$ cat config.mk
export PLATFORM = sky130hd
export DESIGN_NAME = irq_entry
export DESIGN_NICKNAME = d
export VERILOG_FILES = /design/src/irq_entry_pkg.sv /design/src/irq_entry.sv
export SDC_FILE = /design/constraint.sdc
export NUM_CORES = 1
export LEC_CHECK = 0
export ABC_AREA = 1
export BUFFER_PORTS_ARGS = -buffer_cell sky130_fd_sc_hd__buf_2
export CORE_AREA = 10 10 171 133
export CTS_BUF_LIST = sky130_fd_sc_hd__clkbuf_8
export CTS_CLUSTER_DIAMETER = 100
export CTS_CLUSTER_SIZE = 40
export DETAILED_ROUTE_END_ITERATION = 10
export DIE_AREA = 0 0 181 143
export PLACE_DENSITY_LB_ADDON = 0.3
export SYNTH_ARGS = -nofsm -noshare
export SYNTH_HDL_FRONTEND = slang
export SYNTH_SLANG_ARGS = --single-unit
$ cat constraint.sdc
create_clock -name pclk -period 3.1 [get_ports pclk]
set_input_delay 0.62 -clock pclk [delete_from_list [all_inputs] [get_ports pclk]]
set_output_delay 0.62 -clock pclk [all_outputs]
set_load 0.02 [all_outputs]
$ cat src/irq_entry_pkg.sv
// shared constants, types and register map for the interrupt entry unit
package irq_entry_pkg;
  localparam int NUM_SRC = 8;
  localparam int PC_W = 17;
  localparam int SP_W = 16;
  localparam int ENTRY_CYCLES = 5;
  localparam int WAKE_EXTRA_CYCLES = 5;
  localparam int RETURN_CYCLES = 5;
  localparam logic [SP_W-1:0] RET_ADDR_BYTES = 16'h0003;
  localparam logic [SP_W-1:0] SP_RESET = 16'h21ff;
  localparam logic [PC_W-1:0] VEC_STEP = 17'h00002;
  localparam logic [PC_W-1:0] BOOT_START_DEF = 17'h1f000;
  // register byte addresses
  localparam logic [7:0] ADDR_CTRL = 8'h00;
  localparam logic [7:0] ADDR_ENABLE = 8'h04;
  localparam logic [7:0] ADDR_FLAG = 8'h08;
  localparam logic [7:0] ADDR_KIND = 8'h0c;
  localparam logic [7:0] ADDR_STATUS = 8'h10;
  localparam logic [7:0] ADDR_SP = 8'h14;
  localparam logic [7:0] ADDR_PC = 8'h18;
  // control register bit positions
  localparam int CTRL_GIE = 0;
  localparam int CTRL_VRS = 1;
  localparam logic [31:0] CTRL_RESET = 32'h0000_0000;

  typedef enum logic [2:0] {
    ST_RUN, ST_WAKE, ST_ENTRY, ST_RETURN, ST_GAP
  } seq_state_e;

  // command from the instruction sequencer
  typedef struct packed {
    logic boundary;    // instruction boundary reached
    logic disable_op;  // interrupt-disable instruction
    logic enable_op;   // interrupt-enable instruction
    logic return_op;   // return_from_irq_op
    logic sleeping;    // core asleep
    logic [PC_W-1:0] pc; // current program counter
  } seq_cmd_s;

  // entry/return answer to the sequencer
  typedef struct packed {
    logic busy;
    logic vector_valid;
    logic [PC_W-1:0] vector;
    logic push;
    logic pop;
  } seq_rsp_s;
endpackage : irq_entry_pkg
$ cat src/irq_entry.sv
// interrupt gating, priority, entry and return sequencer with apb registers
// Contract
// RULE1: take a source only when its enable and global enable are set
// RULE2: suppress interrupts by pc region when a boot lock irq bit is set
// RULE3: lowest vector index wins; reset first, external request zero next
// RULE4: vectors at address zero, or boot start when relocate select set
// RULE5: reset vector at boot start when reset vector boot fuse programmed
// RULE6: accepting an interrupt clears the global enable
// RULE7: software setting global enable in a handler allows nesting
// RULE8: return from interrupt sets global enable
// RULE9: flag-type source flag cleared by hardware on vectoring
// RULE10: writing one clears a flag, writing zero leaves it
// RULE11: flag set while disabled stays until enabled or cleared
// RULE12: pending flags served in priority order once global enable set
// RULE13: level sources request only while their condition is present
// RULE14: after return run one instruction before next interrupt
// RULE15: status word not saved on entry nor restored on return
// RULE16: disable instruction blocks interrupts in its own cycle
// RULE17: after enable instruction run next instruction first
// RULE18: entry takes five cycles, pushes pc, then jumps to vector
// RULE19: interrupts wait for multi-cycle instruction completion
// RULE20: wake from sleep adds five cycles to entry
// RULE21: return takes five cycles, pops pc, sp plus three, sets enable
// RULE22: entry decrements stack pointer by three
// RULE23: arbitrate only at boundaries, one winner per entry
`timescale 1ns/1ps
`default_nettype none
module irq_entry #(
  parameter int N = irq_entry_pkg::NUM_SRC,
  parameter logic [irq_entry_pkg::PC_W-1:0] BOOT_START =
    irq_entry_pkg::BOOT_START_DEF
) (
  input wire logic pclk, // cpu clock
  input wire logic presetn, // async reset, active low
  input wire logic clk_en, // freezes all state when low
  input wire logic psel, // apb select
  input wire logic penable, // apb enable
  input wire logic pwrite, // apb direction
  input wire logic [7:0] paddr, // apb byte address
  input wire logic [31:0] pwdata, // apb write data
  output logic [31:0] prdata, // apb read data
  output logic pready, // apb ready
  output logic pslverr, // apb error
  input wire logic [N-1:0] src_event, // flag-type event pulses
  input wire logic [N-1:0] src_level, // level-type conditions
  input wire logic reset_vector_boot_fuse, // fuse strap
  input wire logic app_boot_lock_irq_bit, // lock in application region
  input wire logic boot_section_lock_irq_bit, // lock in boot region
  input wire irq_entry_pkg::seq_cmd_s cmd, // sequencer command
  output irq_entry_pkg::seq_rsp_s rsp, // answer to sequencer
  output logic [irq_entry_pkg::PC_W-1:0] reset_vector // reset start address
);
  import irq_entry_pkg::*;

  localparam logic [2:0] ENTRY_LAST = 3'(ENTRY_CYCLES - 1);
  localparam logic [2:0] WAKE_LAST = 3'(WAKE_EXTRA_CYCLES - 1);
  localparam logic [2:0] RET_LAST = 3'(RETURN_CYCLES - 1);

  logic [31:0] cpu_control_register_q;
  logic [N-1:0] enable_q, flag_q, kind_q;
  logic [SP_W-1:0] sp_q;
  logic [PC_W-1:0] ret_pc_q, vec_q;
  logic [$clog2(N)-1:0] win_q;
  logic win_flag_q;
  seq_state_e state_q;
  logic [2:0] cnt_q;
  logic hold_q; // one-instruction grace after enable or return
  logic strap_a_q, strap_b_q, strap_q; // fuse pin synchroniser

  // picks the lowest pending index
  function automatic logic [$clog2(N):0] pick(input logic [N-1:0] r);
    logic [$clog2(N):0] v;
    v = '0;
    for (int i = N - 1; i >= 0; i--) begin
      if (r[i]) begin
        v = {1'b1, ($clog2(N))'(i)};
      end
    end
    return v;
  endfunction : pick

  wire logic gie = cpu_control_register_q[CTRL_GIE];
  wire logic in_boot = (cmd.pc >= BOOT_START);
  wire logic locked = in_boot ? boot_section_lock_irq_bit :
                      app_boot_lock_irq_bit; // [RULE2]
  // flags for flag-type sources, live level for level-type
  wire logic [N-1:0] req = ((flag_q & kind_q) | (src_level & ~kind_q))
                          & enable_q; // [RULE1] [RULE11] [RULE13]
  wire logic [$clog2(N):0] sel = pick(req); // [RULE3]
  wire logic take = (state_q == ST_RUN) && cmd.boundary && sel[$clog2(N)]
                    && gie && !cmd.disable_op && !hold_q && !locked;
  // [RULE1] [RULE16] [RULE19] [RULE23]
  wire logic [PC_W-1:0] vbase =
    cpu_control_register_q[CTRL_VRS] ? BOOT_START : '0; // [RULE4]
  wire logic wr = psel && penable && pwrite;
  wire logic entry_done = (state_q == ST_ENTRY) && (cnt_q == ENTRY_LAST);
  wire logic ret_done = (state_q == ST_RETURN) && (cnt_q == RET_LAST);

  // apb slave, zero wait state
  always_ff @(posedge pclk or negedge presetn) begin
    if (!presetn) begin
      prdata <= '0;
      pready <= 1'b0;
      pslverr <= 1'b0;
    end else if (clk_en) begin
      pready <= psel && !penable;
      pslverr <= 1'b0;
      prdata <= '0;
      if (psel && !penable) begin
        case (paddr)
          ADDR_CTRL: prdata <= cpu_control_register_q;
          ADDR_ENABLE: prdata <= 32'(enable_q);
          ADDR_FLAG: prdata <= 32'(flag_q);
          ADDR_KIND: prdata <= 32'(kind_q);
          ADDR_STATUS: prdata <= {24'h000000, 3'(state_q), cnt_q,
                                   hold_q, locked};
          ADDR_SP: prdata <= 32'(sp_q);
          ADDR_PC: prdata <= 32'(ret_pc_q);
          default: pslverr <= 1'b0;
        endcase
        if (!(paddr inside {ADDR_CTRL, ADDR_ENABLE, ADDR_FLAG, ADDR_KIND,
                            ADDR_STATUS, ADDR_SP, ADDR_PC})) begin
          pslverr <= 1'b1;
        end
      end
    end
  end

  // control register: global enable and vector relocate select
  // status word is not stacked: only the enable bit moves here [RULE15]
  always_ff @(posedge pclk or negedge presetn) begin
    if (!presetn) begin
      cpu_control_register_q <= CTRL_RESET;
    end else if (clk_en) begin
      if (wr && pready && paddr == ADDR_CTRL) begin
        cpu_control_register_q <= pwdata & 32'h0000_0003; // [RULE7]
      end
      if (cmd.enable_op) begin
        cpu_control_register_q[CTRL_GIE] <= 1'b1;
      end
      if (cmd.disable_op || take) begin
        cpu_control_register_q[CTRL_GIE] <= 1'b0; // [RULE6] [RULE16]
      end
      if (ret_done) begin
        cpu_control_register_q[CTRL_GIE] <= 1'b1; // [RULE8] [RULE21]
      end
    end
  end

  // enables and source kinds
  always_ff @(posedge pclk or negedge presetn) begin
    if (!presetn) begin
      enable_q <= '0;
      kind_q <= '1;
    end else if (clk_en && wr && pready) begin
      if (paddr == ADDR_ENABLE) begin
        enable_q <= pwdata[N-1:0];
      end
      if (paddr == ADDR_KIND) begin
        kind_q <= pwdata[N-1:0];
      end
    end
  end

  // true when source i is the current winner
  function automatic logic win_sel_is(input int i);
    return sel[$clog2(N)-1:0] == ($clog2(N))'(i);
  endfunction : win_sel_is

  // sticky flags: events win over both clears
  always_ff @(posedge pclk or negedge presetn) begin
    if (!presetn) begin
      flag_q <= '0;
    end else if (clk_en) begin
      for (int i = 0; i < N; i++) begin
        if (src_event[i] && kind_q[i]) begin
          flag_q[i] <= 1'b1; // [RULE11] [RULE12]
        end else if (wr && pready && paddr == ADDR_FLAG && pwdata[i]) begin
          flag_q[i] <= 1'b0; // [RULE10]
        end else if (take && win_sel_is(i)) begin
          flag_q[i] <= 1'b0; // [RULE9]
        end
      end
    end
  end

  // entry and return sequencing
  always_ff @(posedge pclk or negedge presetn) begin
    if (!presetn) begin
      state_q <= ST_RUN;
      cnt_q <= '0;
      win_q <= '0;
      win_flag_q <= 1'b0;
      vec_q <= '0;
      ret_pc_q <= '0;
    end else if (clk_en) begin
      case (state_q)
        ST_RUN: begin
          cnt_q <= '0;
          if (take) begin
            win_q <= sel[$clog2(N)-1:0];
            win_flag_q <= kind_q[sel[$clog2(N)-1:0]];
            // slot 0 is reset, so source i sits at slot i+1 [RULE3]
            vec_q <= vbase + VEC_STEP * PC_W'(32'(sel[$clog2(N)-1:0]) + 1);
            ret_pc_q <= cmd.pc;
            state_q <= cmd.sleeping ? ST_WAKE : ST_ENTRY; // [RULE20]
          end else if (cmd.return_op && cmd.boundary) begin
            state_q <= ST_RETURN;
          end
        end
        ST_WAKE: begin
          cnt_q <= cnt_q + 3'h1;
          if (cnt_q == WAKE_LAST) begin
            cnt_q <= '0;
            state_q <= ST_ENTRY;
          end
        end
        ST_ENTRY: begin
          cnt_q <= cnt_q + 3'h1;
          if (entry_done) begin
            cnt_q <= '0;
            state_q <= ST_RUN; // [RULE18]
          end
        end
        ST_RETURN: begin
          cnt_q <= cnt_q + 3'h1;
          if (ret_done) begin
            cnt_q <= '0;
            state_q <= ST_GAP; // [RULE21]
          end
        end
        ST_GAP: state_q <= ST_RUN;
        default: state_q <= ST_RUN;
      endcase
    end
  end

  // grace of one instruction after return or enable instruction
  always_ff @(posedge pclk or negedge presetn) begin
    if (!presetn) begin
      hold_q <= 1'b0;
    end else if (clk_en) begin
      if (ret_done || (cmd.enable_op && !gie)) begin
        hold_q <= 1'b1; // [RULE14] [RULE17]
      end else if (cmd.boundary && state_q == ST_RUN) begin
        hold_q <= 1'b0;
      end
    end
  end

  // stack pointer: three bytes down on entry, three up on return
  always_ff @(posedge pclk or negedge presetn) begin
    if (!presetn) begin
      sp_q <= SP_RESET;
    end else if (clk_en) begin
      if (wr && pready && paddr == ADDR_SP) begin
        sp_q <= pwdata[SP_W-1:0];
      end else if (entry_done) begin
        sp_q <= sp_q - RET_ADDR_BYTES; // [RULE22]
      end else if (ret_done) begin
        sp_q <= sp_q + RET_ADDR_BYTES; // [RULE21]
      end
    end
  end

  // sequencer answer and reset vector
  always_ff @(posedge pclk or negedge presetn) begin
    if (!presetn) begin
      rsp <= '0;
      reset_vector <= '0;
      strap_a_q <= 1'b0;
      strap_b_q <= 1'b0;
      strap_q <= 1'b0;
    end else if (clk_en) begin
      strap_a_q <= reset_vector_boot_fuse;
      strap_b_q <= strap_a_q;
      strap_q <= strap_b_q;
      // fuse change counts once the last two stages agree
      if (strap_b_q == strap_q) begin
        reset_vector <= strap_q ? BOOT_START : '0; // [RULE5]
      end
      rsp.busy <= take || (state_q != ST_RUN && state_q != ST_GAP
                  && !entry_done && !ret_done);
      rsp.vector_valid <= entry_done;
      rsp.vector <= vec_q;
      rsp.push <= (state_q == ST_ENTRY) && (cnt_q < 3'h3);
      rsp.pop <= (state_q == ST_RETURN) && (cnt_q < 3'h3);
    end
  end

  // entry lasts exactly five cycles once begun
  chk_entry_len: assert property (@(posedge pclk) disable iff (!presetn)
    (clk_en && state_q == ST_RUN && take && !cmd.sleeping) ##1 clk_en[*4]
    |-> ##1 entry_done || !clk_en) else $error("entry length wrong"); // [RULE18]
  chk_take_clears_gie: assert property (@(posedge pclk) disable iff (!presetn)
    (clk_en && take) |=> !gie) else $error("enable not cleared"); // [RULE6]
  chk_ret_sets_gie: assert property (@(posedge pclk) disable iff (!presetn)
    (clk_en && ret_done) |=> gie) else $error("return left enable off"); // [RULE8]
  chk_disable_blocks: assert property (@(posedge pclk) disable iff (!presetn)
    cmd.disable_op |-> !take) else $error("taken on disable"); // [RULE16]
  chk_gated_take: assert property (@(posedge pclk) disable iff (!presetn)
    take |-> gie && enable_q[sel[$clog2(N)-1:0]]) else $error("ungated"); // [RULE1]
  chk_ret_sp_up: assert property (@(posedge pclk) disable iff (!presetn)
    (clk_en && ret_done && !(wr && pready && paddr == ADDR_SP))
    |=> sp_q == $past(sp_q) + RET_ADDR_BYTES) else $error("sp pop"); // [RULE21]
  chk_entry_sp_down: assert property (@(posedge pclk) disable iff (!presetn)
    (clk_en && entry_done && !(wr && pready && paddr == ADDR_SP))
    |=> sp_q == $past(sp_q) - RET_ADDR_BYTES) else $error("sp push"); // [RULE22]
  chk_grace_after_ret: assert property (@(posedge pclk) disable iff (!presetn)
    (clk_en && ret_done) |=> !take) else $error("no grace"); // [RULE14]
  chk_lock_blocks: assert property (@(posedge pclk) disable iff (!presetn)
    locked |-> !take) else $error("taken under lock"); // [RULE2]
endmodule : irq_entry
`default_nettype wire

==> qor.txt <==
==================================================================================================
Status                                                                                finished, final reports clean
Largest net degree at the start of global routing                                               54
Global-route total usage across every layer                                                  15.6%
Endpoint arrival time on the critical path                                                 2960 ps
Total clock buffers created by CTS                                                               9
Synthesis-stage register bit count                                                             103
Starting density of the core                                                                 34.7%
Gpl congestion                                                                               0.918
Count of buffers added by post-CTS timing repair for setup                                       0
Number of gates resized after CTS                                                                0
Final worst path period need                                                               2620 ps
Worst setup margin                                                                          477 ps
Warning count from the yosys run                                                                 0
Worst vdd rail ir drop                                                                    0.266 mV
Critical path fanouts, max                                                                       7
Synth Area per Inst                                                                       7.39 um2
Post-Route WL                                                                              20.5 mm
Worst Path Required                                                                        3440 ps
Placed wire-length estimate                                                                16.3 mm
H-Tree Level Count                                                                               3
Accumulated negative setup slack                                                              0 ps
Area of the die                                                                          25900 um2
Number of buffers inserted by hold repair at cts                                                 0
Final routed wire length divided by cell count                                             16.3 um
Clock tree from TritonCTS                                                                    built
Global-route wire length before repair                                                     32.4 mm
Total standard cell area after synthesis                                                  6670 um2
Post-Synthesis Cells                                                                           902
Unrepaired setup endpoints after global routing                                                 no
Total congestion overflow after global routing                                                   0
Post-DR vias/cell                                                                             4.79
Async set-or-reset flop fraction in the synthesized netlist                                   100%
Design internal power                                                                    0.00236 W
Number of diodes                                                                                 0
Part of the power in combinational logic                                                     32.5%
Buffer depth of the longest clock path                                                           2
Number of nets at the end of the flow                                                         1111
Netlist cell types                                                                              47
Clock transition time at the flip-flop clock pins of the worst setup and hold paths         110 ps
Die Y                                                                                       143 um
Vias in the first global route                                                                5815
Number of sinks on the clock net                                                               103
Endpoints failing hold                                                                           0
Worst slew margin                                                                            52.1%
Setup clock skew after layout                                                              25.1 ps
PD cells                                                                                515 nW/um2
Ratio of cells with drive above 1 in the final layout                                        18.6%
EDFF count, synth                                                                                0
Leading cell type in the layout, fill and taps excluded                                    nand2_1
Switching pwr                                                                            0.00149 W
Endpoint kind of the worst setup timing path                                             flip-flop
Relative contribution of sequential cells to total power                                     43.7%
Number of nets with antenna violations after routing                                             0
Max capacitance violation total                                                                  0
Leak pwr                                                                                   4.04 nW
Switching power as a share of total power                                                    38.7%
Detailed-router iteration count before antenna repair                                            5
Vias                                                                                          6033
Clock root buffer                                                                         clkbuf_8
Commonest non-fill, non-tap cells in the layout                                       nand2_1, inv_1, buf_2
Post-route DRC                                                                                   0
Top-Level Pins                                                                                 159
Actual transition at the worst max-transition pin                                           718 ps
Top FF cell, synth                                                                         dfrtp_1
Proportion of synthesized chip area in sequential cells                                      39.0%
Antenna violations before repair                                                                 0
Die width                                                                                   181 um
Power share of the clock group                                                               23.8%
Count of buffers from port buffering                                                           107
Worst hold path type                                                                   in -> async
Core footprint                                                                           19200 um2
Area growth from synthesis to layout                                                         12.2%
Final clock period utilization by the worst path                                             84.6%
Post-Place Setup Slack                                                                      521 ps
Initial DRC count                                                                              501
Worst skew pair latency                                                                     390 ps
Final Max Tran Viols                                                                             0
Peak clock frequency supported by timing                                                   381 MHz
Start-to-end type of the worst setup path                                               reg -> reg
Final setup violation count                                                                      0
Number of rows created at floorplan                                                             44
Startpoint class of the critical path                                                    flip-flop
==================================================================================================
cells by family after synthesis:
| family | Yosys count | synth area share [%] |
|---|---|---|
| AO/OA/AOI/OAI | 145 | 12.5 |
| buffers and inverters | 175 | 13.5 |
| adder cells (fa/ha/maj) | 23 | 4.43 |
| XOR/XNOR | 7 | 0.919 |
| AND/OR/NAND/NOR | 448 | 29.5 |
| other | 1 | 0.0562 |
| flip-flops | 103 | 39.0 |
flip-flops by register name, indices dropped and copies added (netlist names), 2 cells and up:
register,count
kind_q,8
ret_pc_q,17
cnt_q,3
enable_q,8
sp_q,16
flag_q,8
prdata,17
rsp,9
state_q,3
vec_q,5
cpu_control_register_q,2
critical path, stage by stage, from the launching register on:
cell and delay, ps:
dfrtp_1 390, inv_1 90, ha_1 200, nand2_1 70, inv_1 70, nand2_1 120
inv_1 70, buf_4 160, ha_1 350, a21oi_1 340, o21ai_0 170, a21oi_1 210
nand2_1 80, nand2_1 60, nand3_1 60, nand2_1 70, nand2_1 60
per-layer routing:
layer,up-vias,GRT usage [%],share of wire [%]
met5,-,0,0
met4,0,3.08,0.82
met3,14,3.94,8.2
met2,210,21.9,40
met1,2788,23.4,51
li1,3021,-,-
cells in the mapped netlist (3+ instances only):
| cell | number | area [um2] |
|---|---|---|
| nand3_2 | 4 | 40.0 |
| o21ai_1 | 16 | 80.1 |
| nor3_1 | 5 | 25.0 |
| nor2_4 | 5 | 56.3 |
| nand3_1 | 60 | 300 |
| clkbuf_1 | 6 | 22.5 |
| a21oi_1 | 31 | 155 |
| dfrtp_1 | 85 | 2130 |
| xor2_1 | 7 | 61.3 |
| nor2_1 | 55 | 206 |
| nand2_2 | 10 | 62.6 |
| a32o_1 | 4 | 40.0 |
| nor2_8 | 3 | 60.1 |
| inv_1 | 105 | 394 |
| nand2_1 | 290 | 1090 |
| buf_6 | 5 | 56.3 |
| o22ai_1 | 17 | 106 |
| buf_4 | 46 | 345 |
| dfstp_2 | 18 | 473 |
| nand4_1 | 10 | 62.6 |
| buf_2 | 5 | 25.0 |
| o21ai_0 | 59 | 295 |
| o211ai_1 | 7 | 52.6 |
| ha_1 | 22 | 275 |
per-stage QoR:
stage | area [um2] | utilization [%] | total power [W] | cells | hold WS, ps
after detailed placement | 7270 | 37.9 | 0.00295 | 1243 | 455
after CTS | 7480 | 38.9 | 0.00387 | 1259 | 291
after floorplan | 6800 | - | 0.00261 | 936 | 324
after global routing | 7480 | 38.9 | 0.00413 | 1259 | 322
after global placement | 7270 | 37.9 | 0.00294 | 1243 | 451
final | 7480 | 38.9 | 0.00385 | 1259 | 266
final timing paths:
check | end | slack, ps | cells after the start | from
hold reg to reg | rsp[6] | 480 | 2 | rsp[6]
setup reg to reg | sp_q[13] | 480 | 16 | cnt_q[0]
hold / removal | enable_q[7] | 270 | 1 | presetn
max in group asynchronous | sp_q[4] | 2070 | 2 | presetn
min in group pclk | ret_pc_q[9] | 430 | 3 | cmd[9]
setup / recovery | sp_q[13] | 480 | 16 | cnt_q[0]
final cells by class:
| cell class | count | area (um2) |
|---|---|---|
| clock inverter | 7 | 83.8 |
| timing repair buffer | 118 | 633 |
| inverter | 111 | 429 |
| multi-input combinational | 658 | 3290 |
| clock buffer | 9 | 124 |
| fill | 2051 | 11700 |
| tap | 253 | 317 |
| sequential | 103 | 2600 |
power by group through the flow:
| stage | Clock, W | Sequential (W) | Combinational [W] |
|---|---|---|---|
| 2_1_floorplan | 0 | 0.00170 | 0.000908 |
| 3_3_place_gp | 0 | 0.00170 | 0.00124 |
| 3_5_place_dp | 0 | 0.00170 | 0.00124 |
| 4_1_cts | 0.000942 | 0.00168 | 0.00125 |
| 5_1_grt | 0.000988 | 0.00171 | 0.00143 |
| 6_report | 0.000915 | 0.00168 | 0.00125 |
Power figures use the tool's default switching activity.
